<file path="config.mk">
export PLATFORM = sky130hd
export DESIGN_NAME = mcct_top
export DESIGN_NICKNAME = d
export VERILOG_FILES = /design/src/rtl/mcct_top.v /design/src/rtl/mcct_core.v
export VERILOG_INCLUDE_DIRS = /design/src /design/src/rtl
export SDC_FILE = /design/constraint.sdc
export NUM_CORES = 2
export LEC_CHECK = 0
export BUFFER_PORTS_ARGS = -buffer_cell sky130_fd_sc_hd__buf_4
export CORE_MARGIN = 4
export CORE_UTILIZATION = 60
export CTS_CLUSTER_SIZE = 10
export DETAILED_ROUTE_END_ITERATION = 16
export GPL_ROUTABILITY_DRIVEN = 0
export PLACE_DENSITY = 0.78
export SKIP_LAST_GASP = 1
export SYNTH_ARGS = -nofsm -noshare
export SYNTH_HDL_FRONTEND = slang
export SYNTH_SLANG_ARGS = --single-unit
</file>
<file path="constraint.sdc">
create_clock -name sys_clk -period 39.6 [get_ports sys_clk]
set_input_delay 5.94 -clock sys_clk [delete_from_list [all_inputs] [get_ports sys_clk]]
set_output_delay 5.94 -clock sys_clk [all_outputs]
set_load 0.005 [all_outputs]
</file>
<file path="src/rtl/mcct_consts.vh">
`ifndef MCCT_CONSTS_VH
`define MCCT_CONSTS_VH
// Timer geometry
`define MCCT_N_TIMERS 4
`define MCCT_N_MATCH 4
`define MCCT_W_WIDE 32
`define MCCT_W_NARROW 16
// Register bus geometry
`define MCCT_AW 12
`define MCCT_DW 32
// Per-timer block: base = timer index * 0x40
`define MCCT_TMR_BLK_LSB 6
`define MCCT_OFS_CTRL 4'h0
`define MCCT_OFS_PRESCALE 4'h1
`define MCCT_OFS_PRE_CNT 4'h2
`define MCCT_OFS_COUNT 4'h3
`define MCCT_OFS_CAPTURE 4'h4
`define MCCT_OFS_MATCH_CTRL 4'h5
`define MCCT_OFS_MATCH0 4'h6
// Global registers
`define MCCT_ADDR_INT_STATUS 12'h100
`define MCCT_ADDR_INT_CLEAR 12'h104
`define MCCT_ADDR_INT_ENABLE 12'h108
// Control register fields
`define MCCT_CTRL_RUN 0
`define MCCT_CTRL_CNT_MODE 1
`define MCCT_CTRL_CNT_EDGE 2
`define MCCT_CTRL_CAP_EDGE 4
`define MCCT_CTRL_CLR_EDGE 6
`define MCCT_CTRL_SOFT_RST 8
`define MCCT_CTRL_W 9
// Match control fields: stop [3:0], reset [7:4], output action [15:8]
`define MCCT_MCTL_STOP 0
`define MCCT_MCTL_RESET 4
`define MCCT_MCTL_OUT 8
`define MCCT_MCTL_W 16
// Output actions
`define MCCT_OUT_NONE 2'h0
`define MCCT_OUT_LOW 2'h1
`define MCCT_OUT_HIGH 2'h2
`define MCCT_OUT_TOGGLE 2'h3
// Edge selections
`define MCCT_EDGE_OFF 2'h0
`define MCCT_EDGE_RISE 2'h1
`define MCCT_EDGE_FALL 2'h2
`define MCCT_EDGE_BOTH 2'h3
// Interrupt status: 5 bits per timer, matches [3:0], capture [4]
`define MCCT_IRQ_PER_TMR 5
`define MCCT_IRQ_W 20
// Reset values
`define MCCT_RST_CTRL 9'h000
`define MCCT_RST_MCTL 16'h0000
`define MCCT_RST_WORD 32'h00000000
`endif

</file>
<file path="src/rtl/mcct_top.v">
// What this block does
// - Each timer has a counter of 32 or 16 bits behind a prescaler of the same width.
// - A timer advances either on its prescaled clock or on edges of its capture pin.
// - A selected edge of the capture pin copies the counter into the capture register.
// - A capture event can raise the interrupt when its enable bit is set.
// - Four match values per timer flag an event and may interrupt while counting goes on.
// - Each match can stop the counter, independently of its interrupt enable.
// - Each match can return the counter to zero, independently of its interrupt enable.
// - Each match drives its output low, high, toggled or unchanged.
// - A chosen capture-pin edge can clear both counter and prescaler.
// - In timer mode the counter counts prescaler ticks, one every pre_max+1 cycles of the system clock.
// - Two timers have 32-bit counters and two have 16-bit counters.
`include "mcct_consts.vh"
module mcct_top (
    // Clock and reset
    input wire sys_clk,
    input wire rst_b,
    // Register port
    input wire [`MCCT_AW-1:0] reg_addr,
    input wire [`MCCT_DW-1:0] reg_wdata,
    input wire reg_wr,
    input wire reg_rd,
    output reg [`MCCT_DW-1:0] reg_rdata_r,
    // Capture pins, one per timer
    input wire [3:0] cap_pin,
    // Match output pins, four per timer
    output wire [15:0] match_pin,
    // Interrupt
    output reg irq_r
);
    ////////////////////////////////////////////////////////////////////////////
    // Reset release
    reg rst_s1_r;
    reg rst_s2_r;

    // Two-stage reset synchroniser
    always @(posedge sys_clk or negedge rst_b) begin
        if (!rst_b) begin
            rst_s1_r <= 1'b0;
            rst_s2_r <= 1'b0;
        end else begin
            rst_s1_r <= 1'b1;
            rst_s2_r <= rst_s1_r;
        end
    end

    wire rst_n = rst_s2_r;

    ////////////////////////////////////////////////////////////////////////////
    // Capture pin synchronisers
    reg [3:0] cap_s1_r;
    reg [3:0] cap_s2_r;

    // Two flops before any logic
    always @(posedge sys_clk or negedge rst_n) begin
        if (!rst_n) begin
            cap_s1_r <= 4'h0;
            cap_s2_r <= 4'h0;
        end else begin
            cap_s1_r <= cap_pin;
            cap_s2_r <= cap_s1_r;
        end
    end

    ////////////////////////////////////////////////////////////////////////////
    // Register storage
    reg [`MCCT_CTRL_W-1:0] ctrl_r [0:3];
    reg [`MCCT_MCTL_W-1:0] mctl_r [0:3];
    reg [`MCCT_DW-1:0] pre_max_r [0:3];
    reg [`MCCT_DW-1:0] match_r [0:15];
    reg [`MCCT_IRQ_W-1:0] int_stat_r;
    reg [`MCCT_IRQ_W-1:0] int_en_r;

    // Address decode
    wire glob_sel = reg_addr[8];
    wire [1:0] tsel = reg_addr[7:6];
    wire [3:0] rsel = reg_addr[5:2];
    wire tmr_sel = ~reg_addr[8] & (reg_addr[11:9] == 3'h0);

    // Events from the timers
    wire [3:0] stop_ev;
    wire [`MCCT_IRQ_W-1:0] ev_vec;

    ////////////////////////////////////////////////////////////////////////////
    // Software writes and hardware stop
    integer t;
    integer k;
    always @(posedge sys_clk or negedge rst_n) begin
        if (!rst_n) begin
            for (t = 0; t < 4; t = t + 1) begin
                ctrl_r[t] <= `MCCT_RST_CTRL;
                mctl_r[t] <= `MCCT_RST_MCTL;
                pre_max_r[t] <= `MCCT_RST_WORD;
            end
            for (k = 0; k < 16; k = k + 1) begin
                match_r[k] <= `MCCT_RST_WORD;
            end
        end else begin
            // A stop match drops the run bit
            for (t = 0; t < 4; t = t + 1) begin
                if (stop_ev[t]) begin
                    ctrl_r[t][`MCCT_CTRL_RUN] <= 1'b0;
                end
            end
            if (reg_wr && tmr_sel) begin
                case (rsel)
                    `MCCT_OFS_CTRL: ctrl_r[tsel] <= reg_wdata[`MCCT_CTRL_W-1:0];
                    `MCCT_OFS_PRESCALE: pre_max_r[tsel] <= reg_wdata;
                    `MCCT_OFS_MATCH_CTRL: mctl_r[tsel] <= reg_wdata[`MCCT_MCTL_W-1:0];
                    4'h6, 4'h7, 4'h8, 4'h9: match_r[{tsel, rsel[1:0] - 2'h2}] <= reg_wdata;
                    default: ;
                endcase
            end
            // Soft reset bit is self-clearing
            for (t = 0; t < 4; t = t + 1) begin
                if (ctrl_r[t][`MCCT_CTRL_SOFT_RST] && !(reg_wr && tmr_sel && tsel == t[1:0])) begin
                    ctrl_r[t][`MCCT_CTRL_SOFT_RST] <= 1'b0;
                end
            end
        end
    end

    ////////////////////////////////////////////////////////////////////////////
    // Timer instances
    wire [127:0] pre_flat;
    wire [127:0] cnt_flat;
    wire [127:0] cap_flat;

    genvar g;
    generate
        for (g = 0; g < 4; g = g + 1) begin : g_tmr
            // First two timers wide, last two narrow
            localparam integer TW = (g < 2) ? `MCCT_W_WIDE : `MCCT_W_NARROW;
            wire [4*TW-1:0] mv;
            wire [3:0] mev;
            wire cev;
            assign mv = {match_r[4*g+3][TW-1:0], match_r[4*g+2][TW-1:0],
                         match_r[4*g+1][TW-1:0], match_r[4*g][TW-1:0]};
            assign ev_vec[`MCCT_IRQ_PER_TMR*g +: `MCCT_IRQ_PER_TMR] = {cev, mev};
            mcct_core #(
                .W(TW)
            ) u_core (
                .clk(sys_clk),
                .rst_n(rst_n),
                .run(ctrl_r[g][`MCCT_CTRL_RUN]),
                .cnt_mode(ctrl_r[g][`MCCT_CTRL_CNT_MODE]),
                .cnt_edge(ctrl_r[g][`MCCT_CTRL_CNT_EDGE +: 2]),
                .cap_edge(ctrl_r[g][`MCCT_CTRL_CAP_EDGE +: 2]),
                .clr_edge(ctrl_r[g][`MCCT_CTRL_CLR_EDGE +: 2]),
                .soft_rst(ctrl_r[g][`MCCT_CTRL_SOFT_RST]),
                .pre_max(pre_max_r[g][TW-1:0]),
                .stop_en(mctl_r[g][`MCCT_MCTL_STOP +: 4]),
                .reset_en(mctl_r[g][`MCCT_MCTL_RESET +: 4]),
                .out_act(mctl_r[g][`MCCT_MCTL_OUT +: 8]),
                .match_val(mv),
                .cap_sync(cap_s2_r[g]),
                .pre_r(pre_flat[32*g +: TW]),
                .count_r(cnt_flat[32*g +: TW]),
                .capture_r(cap_flat[32*g +: TW]),
                .match_out_r(match_pin[4*g +: 4]),
                .match_ev_r(mev),
                .cap_ev_r(cev),
                .stop_ev_r(stop_ev[g])
            );
            // Narrow timers read zero above their width
            if (TW < 32) begin : g_pad
                assign pre_flat[32*g+TW +: 32-TW] = {(32-TW){1'b0}};
                assign cnt_flat[32*g+TW +: 32-TW] = {(32-TW){1'b0}};
                assign cap_flat[32*g+TW +: 32-TW] = {(32-TW){1'b0}};
            end
        end
    endgenerate

    ////////////////////////////////////////////////////////////////////////////
    // Interrupt status, enable and output
    wire clr_wr = reg_wr && (reg_addr == `MCCT_ADDR_INT_CLEAR);
    wire [`MCCT_IRQ_W-1:0] clr_mask = clr_wr ? reg_wdata[`MCCT_IRQ_W-1:0]
                                             : {`MCCT_IRQ_W{1'b0}};

    // Sticky status, a new event wins over a clear
    always @(posedge sys_clk or negedge rst_n) begin
        if (!rst_n) begin
            int_stat_r <= {`MCCT_IRQ_W{1'b0}};
            int_en_r <= {`MCCT_IRQ_W{1'b0}};
            irq_r <= 1'b0;
        end else begin
            int_stat_r <= (int_stat_r & ~clr_mask) | ev_vec;
            if (reg_wr && reg_addr == `MCCT_ADDR_INT_ENABLE) begin
                int_en_r <= reg_wdata[`MCCT_IRQ_W-1:0];
            end
            irq_r <= |(int_stat_r & int_en_r);
        end
    end

    ////////////////////////////////////////////////////////////////////////////
    // Read data
    reg [`MCCT_DW-1:0] rd_nxt;

    // Upper two timers are narrow: stored words read back cut to their width
    wire [`MCCT_DW-1:0] rd_mask = tsel[1] ?
        {{(`MCCT_DW-`MCCT_W_NARROW){1'b0}}, {`MCCT_W_NARROW{1'b1}}} :
        {`MCCT_DW{1'b1}};

    // Read multiplexer
    always @* begin
        rd_nxt = `MCCT_RST_WORD;
        if (tmr_sel) begin
            case (rsel)
                `MCCT_OFS_CTRL: rd_nxt = {23'h000000, ctrl_r[tsel]};
                `MCCT_OFS_PRESCALE: rd_nxt = pre_max_r[tsel] & rd_mask;
                `MCCT_OFS_PRE_CNT: rd_nxt = pre_flat[32*tsel +: 32];
                `MCCT_OFS_COUNT: rd_nxt = cnt_flat[32*tsel +: 32];
                `MCCT_OFS_CAPTURE: rd_nxt = cap_flat[32*tsel +: 32];
                `MCCT_OFS_MATCH_CTRL: rd_nxt = {16'h0000, mctl_r[tsel]};
                4'h6, 4'h7, 4'h8, 4'h9: rd_nxt = match_r[{tsel, rsel[1:0] - 2'h2}] & rd_mask;
                default: rd_nxt = `MCCT_RST_WORD;
            endcase
        end else if (glob_sel && reg_addr == `MCCT_ADDR_INT_STATUS) begin
            rd_nxt = {12'h000, int_stat_r};
        end else if (glob_sel && reg_addr == `MCCT_ADDR_INT_ENABLE) begin
            rd_nxt = {12'h000, int_en_r};
        end
    end

    // Read data registered, one cycle after the strobe
    always @(posedge sys_clk or negedge rst_n) begin
        if (!rst_n) begin
            reg_rdata_r <= `MCCT_RST_WORD;
        end else if (reg_rd) begin
            reg_rdata_r <= rd_nxt;
        end else begin
            reg_rdata_r <= `MCCT_RST_WORD;
        end
    end
endmodule

</file>
<file path="src/rtl/mcct_core.v">
`include "mcct_consts.vh"
module mcct_core #(
    parameter W = 32
) (
    // Clock and reset
    input wire clk,
    input wire rst_n,
    // Configuration
    input wire run,
    input wire cnt_mode,
    input wire [1:0] cnt_edge,
    input wire [1:0] cap_edge,
    input wire [1:0] clr_edge,
    input wire soft_rst,
    input wire [W-1:0] pre_max,
    input wire [3:0] stop_en,
    input wire [3:0] reset_en,
    input wire [7:0] out_act,
    input wire [4*W-1:0] match_val,
    // Synchronised capture pin
    input wire cap_sync,
    // State and events
    output reg [W-1:0] pre_r,
    output reg [W-1:0] count_r,
    output reg [W-1:0] capture_r,
    output reg [3:0] match_out_r,
    output reg [3:0] match_ev_r,
    output reg cap_ev_r,
    output reg stop_ev_r
);
    reg cap_d_r;
    wire rise = cap_sync & ~cap_d_r;
    wire fall = ~cap_sync & cap_d_r;

    // Edge selection helper
    function sel_edge;
        input [1:0] sel;
        input r;
        input f;
        begin
            sel_edge = (sel[0] & r) | (sel[1] & f);
        end
    endfunction

    wire cnt_hit = sel_edge(cnt_edge, rise, fall);
    wire cap_hit = sel_edge(cap_edge, rise, fall);
    wire clr_hit = sel_edge(clr_edge, rise, fall);
    wire adv = run & (cnt_mode ? cnt_hit : 1'b1);
    wire tick = adv & (pre_r == pre_max);
    wire [3:0] eq;
    genvar m;
    generate
        for (m = 0; m < 4; m = m + 1) begin : g_eq
            assign eq[m] = (count_r == match_val[m*W +: W]);
        end
    endgenerate
    wire [3:0] hit = eq & {4{tick}};
    wire do_reset = |(hit & reset_en);
    wire do_stop = |(hit & stop_en);

    // Prescaler and counter
    always @(posedge clk or negedge rst_n) begin
        if (!rst_n) begin
            pre_r <= {W{1'b0}};
            count_r <= {W{1'b0}};
        end else if (soft_rst || (run && clr_hit)) begin
            pre_r <= {W{1'b0}};
            count_r <= {W{1'b0}};
        end else if (tick) begin
            pre_r <= {W{1'b0}};
            if (do_reset) begin
                count_r <= {W{1'b0}};
            end else if (!do_stop) begin
                count_r <= count_r + {{(W-1){1'b0}}, 1'b1};
            end
        end else if (adv) begin
            pre_r <= pre_r + {{(W-1){1'b0}}, 1'b1};
        end
    end

    // Capture, events and match outputs
    integer i;
    always @(posedge clk or negedge rst_n) begin
        if (!rst_n) begin
            cap_d_r <= 1'b0;
            capture_r <= {W{1'b0}};
            match_out_r <= 4'h0;
            match_ev_r <= 4'h0;
            cap_ev_r <= 1'b0;
            stop_ev_r <= 1'b0;
        end else begin
            cap_d_r <= cap_sync;
            cap_ev_r <= cap_hit;
            if (cap_hit) begin
                capture_r <= count_r;
            end
            match_ev_r <= hit;
            stop_ev_r <= do_stop;
            for (i = 0; i < 4; i = i + 1) begin
                if (hit[i]) begin
                    case (out_act[2*i +: 2])
                        `MCCT_OUT_LOW: match_out_r[i] <= 1'b0;
                        `MCCT_OUT_HIGH: match_out_r[i] <= 1'b1;
                        `MCCT_OUT_TOGGLE: match_out_r[i] <= ~match_out_r[i];
                        default: match_out_r[i] <= match_out_r[i];
                    endcase
                end
            end
        end
    end
endmodule

</file>
==> run summary <==
max-slew violation count: 0
post-DR wirelength/cell: 34.6 µm
mux contribution to synthesized area: 0.217
slowest CP cell: buf_4
top-area cell type share of the netlist area: 0.468
clk sink count: 995
Synth Area in Compound Gates: 0.0714
I/O pin count: 101
RSZ-0062 raised after global routing: no
Worst-path clk slew: 0.06 ns
fraction of registers with async set/reset: 1.00
post-synthesis xor/xnor area fraction: 0.0978
number of synthesized flops with an enable pin: 0
TritonRoute pass-1 iters: 12
top cells by area, synth: dfrtp_1, mux2_2, mux4_2
Worst Setup End Kind: register
PwrDens: 37.4 nW/µm²
IO buf count: 100
DIE HEIGHT: 306 µm
drt total wl: 196000 µm
Final ANT Viol Nets: 0
largest family of logic cells by synthesized area: multiplexers
prevailing post-synth register cell: dfrtp_1
DR iter-0 viols: 7196
grt ovf: 0
vias in the first global route: 39773
VDD IR-drop max: 40.2 µV
Hold Buf Count CTS: 0
Setup-failing EPs final: 0
Syn-to-layout area delta: 8.16%
status: finished, final reports clean
WP data required: 40.19 ns
Leakage: 27.0 nW
total CTS buffers: 113
HPWL Detailed: 139000 µm
Final Cell Area: 57500 µm²
largest net degree at the start of global routing: 157
CP cell instances: buf_4 > buf_4 > buf_4 > mux4_2 > mux4_2 > a22oi_1 > a31oi_1 > a221oi_1 > nor2b_1
via-per-instance ratio: 7.35
Avg Inst Size Synth: 11.5 µm²
GR Util All Layers: 0.413
first-pass GRT wire length: 281000 µm
Core Area: 87300 µm²
Startpoint Class: primary input
Final Skew: 0.0286 ns
clock root buffer: clkbuf_16
Post-CTS Setup Inserts: 0
Post-synth top cells: dfrtp_1, mux2_2, xnor2_1
WS Path Type: in2reg
Die ar.: 93400 µm²
most frequent CP cell: buf_4
Synth Area in Simple Gates: 0.107
minimum clock period: 8.90 ns
row count: 108
Slew HR: 0.123
clock latency on the worst-skew pair: 0.71 ns
count leader, synth: dfrtp_1
post-synthesis adder-cell area fraction: 0.00188
sequential cell area fraction in the yosys report: 0.468
Mapped Area: 53200 µm²
Unique masters post-synth: 78
clk buf depth: 3
register bit total from synthesis: 995
Hold Path Class: reg2reg
Final #Nets: 4531
Resize count post-CTS: 0
Max stage delay on crit path: 0.66 ns
crit-path max FO: 46
yosys warns: 0
die width: 306 µm
syn nets: 4664
CTS tree: done
Final period util: 0.225
critical path data arrival time: 9.48 ns
initial antenna violation count: 13
Tightest Pin Transition: 1.30 ns
Yosys top cell by area: dfrtp_1
Max Clk Rate: 112 MHz
DRC viols: 0
via total after detailed routing: 41641
layout cells sized above 1: 0.262
placed cell areas: 54300 µm²
Final Hold Viols: 0
htree depth: 3
Max Cap Violations: 0
Initial Util: 0.609
Setup TNS Final: 0 ns
Synth Instances: 4604
[kinds of logic after synthesis]
family                   count (synthesis)
AO/OA/AOI/OAI                          555
XOR/XNOR                               594
adder cells (fa/ha/maj)                  8
buffers and inverters                  482
flip-flops                             995
multiplexers                           878
other                                    1
AND/OR/NAND/NOR                       1091
[state kept, by name (all words and copies together), names as in the netlist, 16 cells and up]
name / cells
ctrl_r: 36
g_tmr.mv: 384
g_tmr.u_core.capture_r: 96
g_tmr.u_core.count_r: 96
g_tmr.u_core.match_ev_r: 16
g_tmr.u_core.match_out_r: 16
g_tmr.u_core.pre_r: 96
int_en_r: 20
int_stat_r: 20
mctl_r: 64
pre_max_r: 96
reg_rdata_r: 32
[area by class of cell]
class	instances	area (µm²)
inverter	66	248
antenna	14	35.0
fill	6562	29800
tap	1155	1450
multi-input combinational	3127	26400
sequential	995	24900
clock inverter	9	126
timing repair buffer	168	1280
clock buffer	133	3030
[worst max-delay path, delay by kind of cell]
| family | cells | cell delay (ns) |
|---|---|---|
| mux | 2 | 1.12 |
| simple gates | 1 | 0.09 |
| buf+inv | 3 | 1.64 |
| compound gates | 3 | 0.63 |
[path summary, 6_finish.rpt]
check | from | endpoint | slack [ns] | cells after the start
worst min register to register | cap_s1_r[3]$_DFF_PN0_ | cap_s2_r[3]$_DFF_PN0_ | 0.35 | 0
min in group asynchronous | rst_n$_DFF_PN0_ | g_tmr[3].mv[8]$_DFFE_PN0P_ | 0.40 | 0
worst max-delay path | reg_addr[2] | reg_rdata_r[2]$_DFF_PN0_ | 30.70 | 9
max in group asynchronous | rst_b | rst_n$_DFF_PN0_ | 34.49 | 1
worst min-delay path | cap_s1_r[3]$_DFF_PN0_ | cap_s2_r[3]$_DFF_PN0_ | 0.35 | 0
worst max register to register | g_tmr[1].u_core.count_r[8]$_DFFE_PN0P_ | g_tmr[1].u_core.count_r[28]$_DFFE_PN0P_ | 35.30 | 8
[power breakdown]
group          internal, mW  total [mW]  switching (mW)  leakage [nW]
clock                 0.535       0.945           0.410          1.54
combinational        0.0474       0.146          0.0985          11.7
sequential             1.03        1.06          0.0283          13.7
[routing by layer]
layer / vias up / GRT usage / part of all wire
met5: - / 0.0253 / 0.0023
met4: 12 / 0.253 / 0.083
met3: 887 / 0.193 / 0.17
met2: 3708 / 0.556 / 0.40
met1: 20714 / 0.539 / 0.35
li1: 16320 / - / -
[stage by stage]
stage / std cells / hold slack (ns) / total power [mW] / util / setup WS [ns]
5_1_grt: 5656 / 0.357 / 2.20 / 0.658 / 30.67
4_1_cts: 5653 / 0.347 / 2.14 / 0.658 / 30.85
6_report: 5667 / 0.347 / 2.15 / 0.659 / 30.70
3_3_place_gp: 5511 / 0.332 / 1.21 / 0.622 / 30.26
2_1_floorplan: 4604 / 0.331 / 1.16 / - / 9.81
3_5_place_dp: 5511 / 0.335 / 1.22 / 0.622 / 30.19
[layout by cell type (no fill, tap or decap), drive strengths merged, types with 109 or more instances in the layout]
cell type	synthesis	layout
a21oi	109	109
buf	161	168
clkbuf	255	133
dfrtp	995	995
mux2	670	670
mux4	153	153
nand2	263	263
nand4	139	139
nor2	207	207
nor4	118	118
xnor2	319	319
xor2	275	275
Power figures use the tool's default switching activity.
